## config.mk

```make
export PLATFORM = sky130hd
export DESIGN_NAME = icr_regs
export DESIGN_NICKNAME = d
export VERILOG_FILES = /design/src/icr_pkg.sv /design/src/icr_regs.sv
export SDC_FILE = /design/constraint.sdc
export NUM_CORES = 1
export LEC_CHECK = 0
export BUFFER_PORTS_ARGS = -buffer_cell sky130_fd_sc_hd__buf_2
export CAP_MARGIN = 20
export CORE_UTILIZATION = 30
export CTS_BUF_LIST = sky130_fd_sc_hd__clkbuf_8
export CTS_CLUSTER_SIZE = 25
export DETAILED_ROUTE_END_ITERATION = 10
export GPL_TIMING_DRIVEN = 0
export HOLD_SLACK_MARGIN = 0.05
export PLACE_DENSITY = 0.57
export SLEW_MARGIN = 20
export SYNTH_ARGS = -nofsm -noshare
export SYNTH_HDL_FRONTEND = slang
export SYNTH_SLANG_ARGS = --single-unit
```

## constraint.sdc

```tcl
create_clock -name clk -period 32 [get_ports clk]
set_input_delay 6.4 -clock clk [delete_from_list [all_inputs] [get_ports clk]]
set_output_delay 6.4 -clock clk [all_outputs]
set_load 0.005 [all_outputs]
```

## src/icr_pkg.sv

```systemverilog
// Constants shared by the interrupt control and status register block
package icr_pkg;
  localparam int ICR_NSRC = 32;
  localparam int ICR_NPRIO_REGS = 8;
  // Register byte offsets on the 32-bit register bus
  localparam logic [7:0] OFF_STATUS_WORD = 8'h00;
  localparam logic [7:0] OFF_CORE_CTRL = 8'h04;
  localparam logic [7:0] OFF_CTRL_ONE = 8'h08;
  localparam logic [7:0] OFF_CTRL_TWO = 8'h0c;
  localparam logic [7:0] OFF_FLAGS_ZERO = 8'h10;
  localparam logic [7:0] OFF_FLAGS_ONE = 8'h14;
  localparam logic [7:0] OFF_ENABLE_ZERO = 8'h18;
  localparam logic [7:0] OFF_ENABLE_ONE = 8'h1c;
  localparam logic [7:0] OFF_PRIO_BASE = 8'h20;
  localparam logic [7:0] OFF_PRIO_LAST = 8'h3c;
  localparam logic [7:0] OFF_PENDING = 8'h40;
  localparam logic [7:0] OFF_EVT_STATUS = 8'h44;
  localparam logic [7:0] OFF_EVT_ENABLE = 8'h48;
  localparam logic [7:0] OFF_EVT_CLEAR = 8'h4c;
  // Field positions
  localparam int POS_LEVEL_LO = 5;
  localparam int POS_LEVEL_MSB = 3;
  localparam int POS_NEST_DIS = 15;
  localparam int POS_OSC_TRAP = 1;
  localparam int POS_STACK_TRAP = 2;
  localparam int POS_ADDR_TRAP = 3;
  localparam int POS_MATH_TRAP = 4;
  localparam int POS_DIV_ZERO = 6;
  localparam int POS_ALT_TABLE = 15;
  localparam int POS_DISABLE_INSTRUCTION_ACTIVE = 14;
  localparam int POS_PEND_LEVEL = 8;
  // Sources wired to the three external request pins
  localparam int EXT0_SRC = 0;
  localparam int EXT1_SRC = 20;
  localparam int EXT2_SRC = 29;
  // Implemented sources; the rest read as zero
  localparam logic [31:0] SRC_IMPL_MASK = 32'h20db3fef;
  localparam logic [2:0] PRIO_RESET = 3'h4;
  localparam logic [2:0] LEVEL_TOP = 3'h7;
  localparam logic [6:0] FIRST_USER_VECTOR = 7'h08;
  localparam logic [23:0] TABLE_BASE = 24'h000004;
  localparam logic [23:0] ALT_TABLE_OFFSET = 24'h000100;
  localparam int EVT_TRAP = 0;
  localparam int EVT_NEW_REQ = 1;
endpackage

```

## src/icr_regs.sv

```systemverilog
// Interrupt controller register set, arbiter and pending-vector latch
//
// Added by the designer: the placing of the registers and the Wishbone register port.
`timescale 1ns/100ps
module icr_regs
(
  input wire logic clk,
  input wire logic rst_n,
  input wire logic wb_cyc_i,
  input wire logic wb_stb_i,
  input wire logic wb_we_i,
  input wire logic [7:0] wb_adr_i,
  input wire logic [3:0] wb_sel_i,
  input wire logic [31:0] wb_dat_i,
  output logic [31:0] wb_dat_o,
  output logic wb_ack_o,
  input wire logic [icr_pkg::ICR_NSRC-1:0] srcReq,
  input wire logic [2:0] extPin,
  input wire logic oscTrap,
  input wire logic stackTrap,
  input wire logic addrTrap,
  input wire logic mathTrap,
  input wire logic divZero,
  input wire logic disiActive,
  input wire logic cpuLevelWe,
  input wire logic [3:0] cpuLevelIn,
  output logic irqReq,
  output logic [6:0] irqVector,
  output logic [3:0] irqLevel,
  output logic [23:0] irqVecAddr,
  output logic [3:0] cpuLevel,
  output logic irq
);
  import icr_pkg::*;

  function automatic logic [15:0] laneMask(input logic [3:0] sel);
    laneMask = {{8{sel[1]}}, {8{sel[0]}}};
  endfunction

  function automatic logic [15:0] merge(input logic [15:0] old,
                                        input logic [15:0] wd,
                                        input logic [3:0] sel);
    merge = (old & ~laneMask(sel)) | (wd & laneMask(sel));
  endfunction

  function automatic logic [23:0] tableAddr(input logic [6:0] vec,
                                            input logic alt);
    tableAddr = TABLE_BASE + {16'h0000, vec, 1'b0} +
                (alt ? ALT_TABLE_OFFSET : 24'h000000);
  endfunction

  logic [31:0] flag_r;
  logic [31:0] enable_r;
  logic [2:0] prio_r [ICR_NSRC];
  logic [2:0] lowLvl_r;
  logic levelMsb_r;
  logic [4:0] statusMisc_r;
  logic nestDis_r;
  logic [4:0] trap_r;
  logic altTable_r;
  logic [2:0] polarity_r;
  logic [6:0] pendVec_r;
  logic [3:0] pendLvl_r;
  logic [1:0] evtSt_r;
  logic [1:0] evtEn_r;
  logic [2:0] extMeta_r;
  logic [2:0] extSync_r;
  logic [2:0] extPrev_r;
  logic ack_r;
  logic [31:0] datOut_r;
  logic irqReq_r;
  logic [23:0] vecAddr_r;
  logic irq_r;

  logic busReq;
  logic wrReq;
  logic [15:0] wd;
  logic [15:0] rdData;
  logic [31:0] hwSet;
  logic [2:0] extEdge;
  logic [31:0] eligible;
  logic found;
  logic [4:0] bestIdx;
  logic [2:0] bestPri;
  logic [4:0] trapSet;
  logic [1:0] evtSet;
  logic evtAny;
  logic [2:0] prioSel;

  assign busReq = wb_cyc_i & wb_stb_i & ~ack_r;
  assign wrReq = busReq & wb_we_i;
  assign wd = wb_dat_i[15:0];
  assign prioSel = 3'(wb_adr_i[4:2]);

  // Wishbone slave: one-cycle answer, write applied at acceptance
  always_ff @(posedge clk or negedge rst_n) begin
    if (!rst_n) begin
      ack_r <= 1'b0;
      datOut_r <= 32'h00000000;
    end else begin
      ack_r <= busReq;
      if (busReq && !wb_we_i) begin
        datOut_r <= {16'h0000, rdData};
      end
    end
  end

  // Pins come from outside the clock domain
  always_ff @(posedge clk or negedge rst_n) begin
    if (!rst_n) begin
      extMeta_r <= 3'h0;
      extSync_r <= 3'h0;
      extPrev_r <= 3'h0;
    end else begin
      extMeta_r <= extPin;
      extSync_r <= extMeta_r;
      extPrev_r <= extSync_r;
    end
  end

  always_comb begin
    for (int k = 0; k < 3; k++) begin
      extEdge[k] = polarity_r[k] ? (extPrev_r[k] & ~extSync_r[k])
                                 : (~extPrev_r[k] & extSync_r[k]);
    end
    hwSet = srcReq;
    hwSet[EXT0_SRC] = srcReq[EXT0_SRC] | extEdge[0];
    hwSet[EXT1_SRC] = srcReq[EXT1_SRC] | extEdge[1];
    hwSet[EXT2_SRC] = srcReq[EXT2_SRC] | extEdge[2];
  end

  // Hardware set wins over a software clear in the same cycle
  always_ff @(posedge clk or negedge rst_n) begin
    if (!rst_n) begin
      flag_r <= 32'h00000000;
    end else begin
      flag_r <= (flag_r | hwSet) & SRC_IMPL_MASK;
      if (wrReq && wb_adr_i == OFF_FLAGS_ZERO) begin
        flag_r[15:0] <= (merge(flag_r[15:0], wd, wb_sel_i) |
                        hwSet[15:0]) & SRC_IMPL_MASK[15:0];
      end else if (wrReq && wb_adr_i == OFF_FLAGS_ONE) begin
        flag_r[31:16] <= (merge(flag_r[31:16], wd, wb_sel_i) |
                         hwSet[31:16]) & SRC_IMPL_MASK[31:16];
      end
    end
  end

  always_ff @(posedge clk or negedge rst_n) begin
    if (!rst_n) begin
      enable_r <= 32'h00000000;
    end else if (wrReq && wb_adr_i == OFF_ENABLE_ZERO) begin
      enable_r[15:0] <= merge(enable_r[15:0], wd, wb_sel_i) &
                        SRC_IMPL_MASK[15:0];
    end else if (wrReq && wb_adr_i == OFF_ENABLE_ONE) begin
      enable_r[31:16] <= merge(enable_r[31:16], wd, wb_sel_i) &
                         SRC_IMPL_MASK[31:16];
    end
  end

  // Four sources per priority register, three bits each
  always_ff @(posedge clk or negedge rst_n) begin
    if (!rst_n) begin
      for (int i = 0; i < ICR_NSRC; i++) begin
        prio_r[i] <= SRC_IMPL_MASK[i] ? PRIO_RESET : 3'h0;
      end
    end else if (wrReq && wb_adr_i >= OFF_PRIO_BASE &&
                 wb_adr_i <= OFF_PRIO_LAST) begin
      for (int k = 0; k < 4; k++) begin
        if (wb_sel_i[k / 2] && SRC_IMPL_MASK[{prioSel, 2'(k)}]) begin
          prio_r[{prioSel, 2'(k)}] <= wd[4*k +: 3];
        end
      end
    end
  end

  // CPU level: core loads on entry and return, software limited
  always_ff @(posedge clk or negedge rst_n) begin
    if (!rst_n) begin
      lowLvl_r <= 3'h0;
      levelMsb_r <= 1'b0;
      statusMisc_r <= 5'h00;
    end else begin
      if (cpuLevelWe) begin
        lowLvl_r <= cpuLevelIn[2:0];
        levelMsb_r <= cpuLevelIn[3];
      end else begin
        if (wrReq && wb_adr_i == OFF_STATUS_WORD) begin
          if (wb_sel_i[0] && !nestDis_r) begin
            lowLvl_r <= wd[POS_LEVEL_LO +: 3];
          end
        end
        if (wrReq && wb_adr_i == OFF_CORE_CTRL && wb_sel_i[0] &&
            !wd[POS_LEVEL_MSB]) begin
          levelMsb_r <= 1'b0;
        end
      end
      if (wrReq && wb_adr_i == OFF_STATUS_WORD) begin
        if (wb_sel_i[0]) begin
          statusMisc_r[3:0] <= wd[3:0];
        end
        if (wb_sel_i[1]) begin
          statusMisc_r[4] <= wd[8];
        end
      end
    end
  end

  assign trapSet = {mathTrap, addrTrap, stackTrap, oscTrap, divZero};

  // Trap flags are sticky; a new trap beats the software clear
  always_ff @(posedge clk or negedge rst_n) begin
    if (!rst_n) begin
      nestDis_r <= 1'b0;
      trap_r <= 5'h00;
    end else begin
      trap_r <= trap_r | trapSet;
      if (wrReq && wb_adr_i == OFF_CTRL_ONE) begin
        if (wb_sel_i[1]) begin
          nestDis_r <= wd[POS_NEST_DIS];
        end
        if (wb_sel_i[0]) begin
          trap_r <= {wd[POS_MATH_TRAP], wd[POS_ADDR_TRAP],
                     wd[POS_STACK_TRAP], wd[POS_OSC_TRAP],
                     wd[POS_DIV_ZERO]} | trapSet;
        end
      end
    end
  end

  always_ff @(posedge clk or negedge rst_n) begin
    if (!rst_n) begin
      altTable_r <= 1'b0;
      polarity_r <= 3'h0;
    end else if (wrReq && wb_adr_i == OFF_CTRL_TWO) begin
      if (wb_sel_i[1]) begin
        altTable_r <= wd[POS_ALT_TABLE];
      end
      if (wb_sel_i[0]) begin
        polarity_r <= wd[2:0];
      end
    end
  end

  // Fixed arbitration: scanning downward, ties go to the lower index
  always_comb begin
    found = 1'b0;
    bestIdx = 5'h00;
    bestPri = 3'h0;
    for (int i = ICR_NSRC - 1; i >= 0; i--) begin
      eligible[i] = flag_r[i] & enable_r[i] & (prio_r[i] != 3'h0) &
                    ({1'b0, prio_r[i]} > {levelMsb_r, lowLvl_r}) &
                    ~levelMsb_r & (lowLvl_r != LEVEL_TOP);
      if (eligible[i] && (!found || prio_r[i] >= bestPri)) begin
        found = 1'b1;
        bestIdx = 5'(i);
        bestPri = prio_r[i];
      end
    end
  end

  always_ff @(posedge clk or negedge rst_n) begin
    if (!rst_n) begin
      irqReq_r <= 1'b0;
      pendVec_r <= 7'h00;
      pendLvl_r <= 4'h0;
      vecAddr_r <= 24'h000000;
    end else begin
      irqReq_r <= found;
      if (found) begin
        pendVec_r <= FIRST_USER_VECTOR + {2'b00, bestIdx};
        pendLvl_r <= {1'b0, bestPri};
        vecAddr_r <= tableAddr(FIRST_USER_VECTOR + {2'b00, bestIdx},
                               altTable_r);
      end
    end
  end

  assign evtSet = {found & ~irqReq_r, |trapSet};
  assign evtAny = |(evtSt_r & evtEn_r);

  always_ff @(posedge clk or negedge rst_n) begin
    if (!rst_n) begin
      evtSt_r <= 2'h0;
      evtEn_r <= 2'h0;
      irq_r <= 1'b0;
    end else begin
      if (wrReq && wb_adr_i == OFF_EVT_CLEAR && wb_sel_i[0]) begin
        evtSt_r <= (evtSt_r & ~wd[1:0]) | evtSet;
      end else begin
        evtSt_r <= evtSt_r | evtSet;
      end
      if (wrReq && wb_adr_i == OFF_EVT_ENABLE && wb_sel_i[0]) begin
        evtEn_r <= wd[1:0];
      end
      irq_r <= evtAny;
    end
  end

  always_comb begin
    rdData = 16'h0000;
    case (wb_adr_i)
      OFF_STATUS_WORD: begin
        rdData = {7'h00, statusMisc_r[4], lowLvl_r, 1'b0,
                  statusMisc_r[3:0]};
      end
      OFF_CORE_CTRL: rdData = {12'h000, levelMsb_r, 3'h0};
      OFF_CTRL_ONE: begin
        rdData = {nestDis_r, 8'h00, trap_r[0], 1'b0, trap_r[4:1],
                  1'b0};
      end
      OFF_CTRL_TWO: rdData = {altTable_r, disiActive, 11'h000, polarity_r};
      OFF_FLAGS_ZERO: rdData = flag_r[15:0];
      OFF_FLAGS_ONE: rdData = flag_r[31:16];
      OFF_ENABLE_ZERO: rdData = enable_r[15:0];
      OFF_ENABLE_ONE: rdData = enable_r[31:16];
      OFF_PENDING: rdData = {4'h0, pendLvl_r, 1'b0, pendVec_r};
      OFF_EVT_STATUS: rdData = {14'h0000, evtSt_r};
      OFF_EVT_ENABLE: rdData = {14'h0000, evtEn_r};
      default: begin
        if (wb_adr_i >= OFF_PRIO_BASE && wb_adr_i <= OFF_PRIO_LAST &&
            wb_adr_i[1:0] == 2'b00) begin
          for (int k = 0; k < 4; k++) begin
            rdData[4*k +: 3] = prio_r[{prioSel, 2'(k)}];
          end
        end
      end
    endcase
  end

  assign wb_dat_o = datOut_r;
  assign wb_ack_o = ack_r;
  assign irqReq = irqReq_r;
  assign irqVector = pendVec_r;
  assign irqLevel = pendLvl_r;
  assign irqVecAddr = vecAddr_r;
  assign cpuLevel = {levelMsb_r, lowLvl_r};
  assign irq = irq_r;
endmodule

```

**Word-level counts from Yosys, hierarchy flattened**

Memory sizes are Yosys's and may differ from the RTL's.
Cells that the tools add are included.

- Register bits after elaboration: 231
- Memory bits (read-only): 32
- Output and inout bits: 74
- Memories kept: 4

- $add $sub $neg: 3
- $lt $le $gt $ge: 53
- Equal/unequal tests: 12
- Multiplexer cells: 122
- Bitwise gates (word level): 147
- Reductions and logical operators: 125

Memory list:

| name | words | bits a word | read ports | clocked after Yosys merged registers in | write ports | line | RTL |
|---|---|---|---|---|---|---|---|
| (name not given) | 8 | 1 | 1 | 0 | 0 | icr_regs.sv:169 | `if (wb_sel_i[k / 2] && SRC_IMPL_MASK[{prioSel, 2'(k)}]) begin` |
| (name not given) | 8 | 1 | 1 | 0 | 0 | icr_regs.sv:169 |  |
| (name not given) | 8 | 1 | 1 | 0 | 0 | icr_regs.sv:169 |  |
| (name not given) | 8 | 1 | 1 | 0 | 0 | icr_regs.sv:169 |  |

Operator list:

| cell | number |
|---|---|
| $mux 96 | 7 |
| $bwmux 96 | 4 |
| $mux 3 | 39 |
| $and 1x1->1 | 110 |
| $mux 5 | 22 |
| $or 14x14->14 | 6 |
| $gt 3x4->1 | 20 |
| $and 14x14->14 | 5 |
| $bmux 3 s5 | 4 |
| $demux 3 s5 | 4 |
| $reduce_bool 3->1 | 20 |
| $ge 3x3->1 | 19 |
| $logic_and 1x1->1 | 47 |
| $mux 14 | 3 |
| $pmux 3 s6 | 2 |
| $pmux 3 s11 | 1 |
| $eq 8x5->1 const B | 4 |
| $eq 8x7->1 const B | 4 |
| $or 30x30->30 | 1 |
| $mux 1 | 29 |
| $ge 6x6->1 const B | 4 |
| $lt 5x6->1 const B | 4 |
| $lt 6x1->1 const B | 4 |
| $not 5->6 | 4 |
| 32 further kinds | 95 |

**Logic depth before layout (Yosys ltp)**

- Depth after elaboration: 85
- Gate-level depth with buffers: 151

**Least setup slack after synthesis**

Ideal clock, no wire load.

- Path kind: register to register
- From: reg lowLvl_r[2]
- To: reg vecAddr_r[5], in the netlist irqVecAddr[5]
- Arrival time: 28.288 ns
- Data required time: 31.876 ns
- Setup slack: 3.588 ns
- Cell stages (with the launch flop): 141
- Path buffers: 1
- Clock period less this slack: 28.412 ns
- Cell sequence: dfrtp_1 -> inv_1 -> ha_1 -> a311oi_1 -> and2_1 -> nand2_1 -> ha_1 -> a21o_1 -> a31oi_1 -> nand3_1 -> a32o_1 -> ha_1 -> nand2b_1 -> a21o_1 -> a21oi_1 -> a21o_1 -> mux2_4 -> ha_1 -> [105 not listed] -> a21oi_1 -> nor2b_1 -> o31a_1 -> inv_1 -> nor2_1 -> a31oi_1 -> ha_1 -> nand2b_1 -> a21oi_1 -> nor2b_1 -> o31a_1 -> nor2_1 -> nand3_1 -> nor3_1 -> ha_1 -> nand2_1 -> a21oi_1 -> a211o_1

- Word-level cells in the longest chain between the ends: 84
- Elaborated cells on any way between the ends: 219

RTL lines:

| item | line | RTL |
|---|---|---|
| from (decl) | icr_regs.sv:55 | `logic [2:0] lowLvl_r;` |
| from (signal assigned) | icr_regs.sv:184 | `lowLvl_r <= cpuLevelIn[2:0];` |
| from (signal assigned) | icr_regs.sv:189 | `lowLvl_r <= wd[POS_LEVEL_LO +: 3];` |
| $gt 3x4->1 | icr_regs.sv:251 | `({1'b0, prio_r[i]} > {levelMsb_r, lowLvl_r}) &` |
| $and 1x1->1 | icr_regs.sv:250 | `eligible[i] = flag_r[i] & enable_r[i] & (prio_r[i] != 3'h0) &` |
| $and 1x1->1 | icr_regs.sv:251 |  |
| $and 1x1->1 | icr_regs.sv:252 | `~levelMsb_r & (lowLvl_r != LEVEL_TOP);` |
| $mux 3 or $mux 1 (tied branches) | icr_regs.sv:253 | `if (eligible[i] && (!found \|\| prio_r[i] >= bestPri)) begin` |
| $ge 3x3->1 or $logic_not 1->1 (tied branches) | icr_regs.sv:253 |  |
| $logic_or 1x1->1 | icr_regs.sv:253 |  |
| $logic_and 1x1->1 | icr_regs.sv:253 |  |
| [68 not listed] | - |  |
| $mux 3 or $mux 1 (tied branches) | icr_regs.sv:253 |  |
| $ge 3x3->1 or $logic_not 1->1 (tied branches) | icr_regs.sv:253 |  |
| $logic_or 1x1->1 | icr_regs.sv:253 |  |
| $logic_and 1x1->1 | icr_regs.sv:253 |  |
| $mux 5 | icr_regs.sv:253 |  |
| $add 4x5->6 | icr_regs.sv:272 | `vecAddr_r <= tableAddr(FIRST_USER_VECTOR + {2'b00, bestIdx},` |
| $add 3x7->8 | icr_regs.sv:48 | `tableAddr = TABLE_BASE + {16'h0000, vec, 1'b0} +` |
| $add 8x9->10 | icr_regs.sv:48 |  |
| to (signal assigned) | icr_regs.sv:272 |  |
| to (decl) | icr_regs.sv:72 | `logic [23:0] vecAddr_r;` |

Parallel ways exist; a longest one is shown, timed or not.
A chain may end at the register's enable or synchronous reset.

**Worst setup path in the final report**

- From: reg lowLvl_r[0]
- To: reg vecAddr_r[6], in the netlist irqVecAddr[6]

- Word-level cells in the longest chain between the ends: 84
- Elaborated cells on any way between the ends: 219

RTL lines:

| item | line | RTL |
|---|---|---|
| $gt 3x4->1 | icr_regs.sv:251 |  |
| $and 1x1->1 | icr_regs.sv:250 |  |
| $and 1x1->1 | icr_regs.sv:251 |  |
| $and 1x1->1 | icr_regs.sv:252 |  |
| $mux 3 or $mux 1 (tied branches) | icr_regs.sv:253 |  |
| $ge 3x3->1 or $logic_not 1->1 (tied branches) | icr_regs.sv:253 |  |
| $logic_or 1x1->1 | icr_regs.sv:253 |  |
| $logic_and 1x1->1 | icr_regs.sv:253 |  |
| [69 not listed] | - |  |
| $ge 3x3->1 or $logic_not 1->1 (tied branches) | icr_regs.sv:253 |  |
| $logic_or 1x1->1 | icr_regs.sv:253 |  |
| $logic_and 1x1->1 | icr_regs.sv:253 |  |
| $mux 5 (*) | icr_regs.sv:253 |  |
| via bestIdx[2] | icr_regs.sv:83 | `logic [4:0] bestIdx;` |
| $add 4x5->6 (*) | icr_regs.sv:272 |  |
| $add 3x7->8 (*) | icr_regs.sv:48 |  |
| $add 8x9->10 (*) | icr_regs.sv:48 |  |

Mark *: on every way through the listed nets, which the timed path passes. The rest lies on a longest branch.

==> metrics.md <==
| Metric | Value |
|---|---|
| Clk network pwr share | `approximately two fifths` |
| Max Cap Viol | `0` |
| Tmin final | `30.37 ns` |
| GP Congestion | `0.9279` |
| Initial Util | `a little under a third` |
| Nets | `around 1900` |
| Die Height | `216.4 microns` |
| Top cells by area, synth | `dfrtp_1 33%, ha_1 10%, mux2_2 7.3%` |
| Synth unique cells | `around 90` |
| Worst Hold Depth | `0` |
| DRT antenna net count | `0` |
| Detailed Place HPWL | `between 40 and 50 mm` |
| Crit path DAT | `about 31 ns` |
| RSZ-0062 raised after global routing | `yes` |
| Slew Viols, Final | `0` |
| Worst slew pin tran | `between 1 and 1.5 ns` |
| Pwr Density | `about 37 mW/mm^2` |
| Number of CTS-inserted buffers | `35` |
| Peak supply drop | `around 34 uV` |
| Vias in the first global route | `roughly 12000` |
| Sw Ratio | `approximately 30%` |
| Startpoint class of the critical path | `flip-flop` |
| Crit path largest cell delay | `around 0.59 ns` |
| PortBufs | `102` |
| Detailed Route WL | `about 53 mm` |
| First-pass GRT wire length | `about 79 mm` |
| Crit. End Element | `flip-flop` |
| Layout cell share with drive strength beyond 1 | `between 20 and 25%` |
| P_leak | `around 7.4 nW` |
| Status | `completed` |
| Worst reg2reg startpoint | `lowLvl_r[0]$_DFFE_PN0P_` |
| DRT iter0 DRCs | `between 1000 and 1500` |
| H-tree lvl count | `2` |
| Reg2Reg Setup Slack | `approximately 1.6 ns` |
| Core Region | `roughly 0.045 sq mm` |
| CP Class | `reg -> reg` |
| Row cnt | `78` |
| Largest net degree at the start of global routing | `75` |
| Yosys warnings | `0` |
| All-Layer GR Usage | `between 20% and 30%` |
| Inst Count DP | `~2200` |
| Asr flop ratio synth | `100.0%` |
| Combinational power share | `between 10 and 15%` |
| Top Ports | `approximately 170` |
| Seq/Total Area, Yosys | `approximately 37%` |
| Clk root buf | `clkbuf_8` |
| Yosys top cell area share | `~33%` |
| Hold Path Origin | `extMeta_r[1]$_DFF_PN0_` |
| Clock Sinks | `between 200 and 250` |
| Area leader, netlist | `dfrtp_1` |
| Initial antenna violation count | `0` |
| Vias per cell | `approximately 5.6` |
| Clk_skew | `0.03532 ns` |
| Req. time, crit path | `around 32 ns` |
| CP dominant cell by count | `ha_1` |
| Worst Path Max Fanout | `17` |
| CTS Hold Bufs | `0` |
| Via count | `between 10000 and 15000` |
| Mapped Avg Cell Area | `around 9.5 sq um` |
| # diodes | `0` |
| Synth Register Bits | `203` |
| Grt total ovfl | `0` |
| CP max-delay cell | `dfrtp_4` |
| FF-to-FF path depth | `139` |
| Mapped Area | `0.01379 sq mm` |
| Worst Hold Class | `reg -> reg` |
| Top_reg_cell synth | `dfrtp_1` |
| Avg WL per Cell | `~23 microns` |
| Post-route DRC | `0` |
| Non-Filler Instances | `approximately 2300` |
| Die width | `approximately 220 microns` |
| Final setup vio count | `0` |
| Clock Latency Late Sink | `0.58 ns` |
| Max frequency | `about 33 MHz` |
| CTS max path bufs | `3` |
| Sequential power share | `46.6%` |
| CTS clk-pin slew, worst paths | `about 0.07 ns` |
| Mapped Cells | `1453` |
| Number of flops mapped to enable cells by yosys | `0` |
| Endpoints failing hold | `0` |
| CTS tree | `yes` |
| Tcrit/Tclk final | `between 90% and 100%` |
| Die Area | `between 0.04 and 0.05 sq mm` |
| Synthesis-to-finish area growth | `18.06%` |
| Net Switching | `~0.18 mW` |
| First drt pass iteration count | `5` |
| R2r endpoint | `irqVecAddr[6]$_DFFE_PN0N_` |
| Int Power | `between 0.4 and 0.5 mW` |
| Worst slew margin | `roughly 20%` |
| Hold Path Sink | `extSync_r[1]$_DFF_PN0_` |
| Pwr Total | `~0.61 mW` |
registers in the layout, summed over array words and instances (netlist names), 5 cells and up, named ones only:
register	flops
prio_r	96
flag_r	20
wb_dat_o	16
irqVecAddr	8
irqVector	5
statusMisc_r	5
trap_r	5
power groups by stage:
stage | clock network (mW) | logic (mW) | registers, mW
after floorplan | 0 | 0.0430 | 0.281
after global placement | 0 | 0.0787 | 0.287
after detailed placement | 0 | 0.0836 | 0.286
after CTS | 0.241 | 0.0844 | 0.282
after global routing | 0.253 | 0.0953 | 0.284
final | 0.238 | 0.0864 | 0.283
final cells by class:
| type | count | area, sq um |
|---|---|---|
| inverters | 63 | 247.7 |
| clock buffers | 43 | 591.8 |
| repair buffers | 121 | 730.7 |
| flip-flops and latches | 203 | 5111 |
| fillers | 4625 | 29100 |
| multi-input cells | 1114 | 8214 |
| plain buffers | 106 | 536.8 |
| clock inverters | 20 | 98.84 |
| well taps | 600 | 750.7 |
logic make-up after synthesis:
family	Yosys count	synth area share, %
buf+inv	169	5.580
compound gates	404	21.42
mux	108	9.209
other cells	1	0.02719
xor+xnor	2	0.1270
flops	203	37.02
simple gates	449	16.06
fa+ha+maj	117	10.56
metal layers:
metal | global-route usage [%] | share of wire (%) | vias up
li1 | - | - | 5774
met1 | 29.34 | 43 | 6257
met2 | 36.97 | 47 | 543
met3 | 2.891 | 6.6 | 95
met5 | 0 | 0 | -
met4 | 8.357 | 3.5 | 0
worst max-delay path, delay by kind of cell (launching register included):
| kind | cells | cell delay [ns] |
|---|---|---|
| xor+xnor | 1 | 0.13 |
| buf+inv | 7 | 1.00 |
| simple gates | 44 | 6.77 |
| compound gates | 60 | 13.93 |
| flops | 1 | 0.59 |
| mux | 4 | 1.35 |
| fa+ha+maj | 23 | 6.46 |
Yosys cell counts (13+ instances only):
library cell and count:
clkbuf_1 66, nand3_1 26, o22ai_1 20, a211o_1 19, and2_1 13, inv_1 62, ha_1 114, mux2_2 89
nor2b_1 18, dfstp_2 20, nand2_1 147, o21ai_0 67, o311ai_0 14, a21oi_1 56, nor3_1 23, and3_1 38
nand2b_1 24, buf_4 36, dfrtp_1 183, nand3b_1 13, o211ai_1 13, a21o_1 22, a31oi_1 28, nor2_1 92
timing repair:
action                                  CTS  global route
endpoints found under the hold margin     0             0
resized for setup                        12            27
endpoints found under the setup margin   15            15
pin swaps                                 0             9
gates cloned                              0             0
setup buffers                             0            15
cell usage in the layout (no fill, tap or decap), types with 52 or more instances in the layout:
master | synthesis | routed
nand2_1 | 147 | 146
ha_1 | 114 | 114
nor2_1 | 92 | 91
clkbuf_1 | 66 | 65
buf_4 | 36 | 52
a21oi_1 | 56 | 54
o21ai_0 | 67 | 67
inv_1 | 62 | 72
buf_2 | 0 | 101
mux2_2 | 89 | 89
dfrtp_1 | 183 | 180
worst max-delay path by stage:
stage / endpoint / cells after the start / from / slack [ns]
after detailed placement: irqVecAddr[5]$_DFFE_PN0N_ / 140 / lowLvl_r[1]$_DFFE_PN0P_ / -1.36
final: irqVecAddr[6]$_DFFE_PN0N_ / 139 / lowLvl_r[0]$_DFFE_PN0P_ / 1.63
after CTS: irqVecAddr[5]$_DFFE_PN0N_ / 141 / lowLvl_r[1]$_DFFE_PN0P_ / 0.01
after global routing: irqVecAddr[6]$_DFFE_PN0N_ / 141 / lowLvl_r[0]$_DFFE_PN0P_ / -0.13
after global placement: irqVecAddr[5]$_DFFE_PN0N_ / 140 / lowLvl_r[1]$_DFFE_PN0P_ / -1.36
after floorplan: irqVecAddr[5]$_DFFE_PN0N_ / 140 / lowLvl_r[2]$_DFFE_PN0P_ / 3.59
through the flow:
stage | TNS (ns) | hold WS, ns | utilization, % | area (sq um) | setup slack [ns]
3_5_place_dp | -10.15 | 0.3347 | 33.69 | 15290 | -1.364
2_1_floorplan | 0 | 0.3312 | - | 13910 | 3.588
4_1_cts | 0 | 0.3487 | 35.37 | 16050 | 0.009674
3_3_place_gp | -10.46 | 0.3347 | 33.44 | 15180 | -1.358
5_1_grt | -0.2916 | 0.3591 | 35.88 | 16280 | -0.1293
6_report | 0 | 0.3469 | 35.88 | 16280 | 1.631
(Power assumes the default switching activity.)
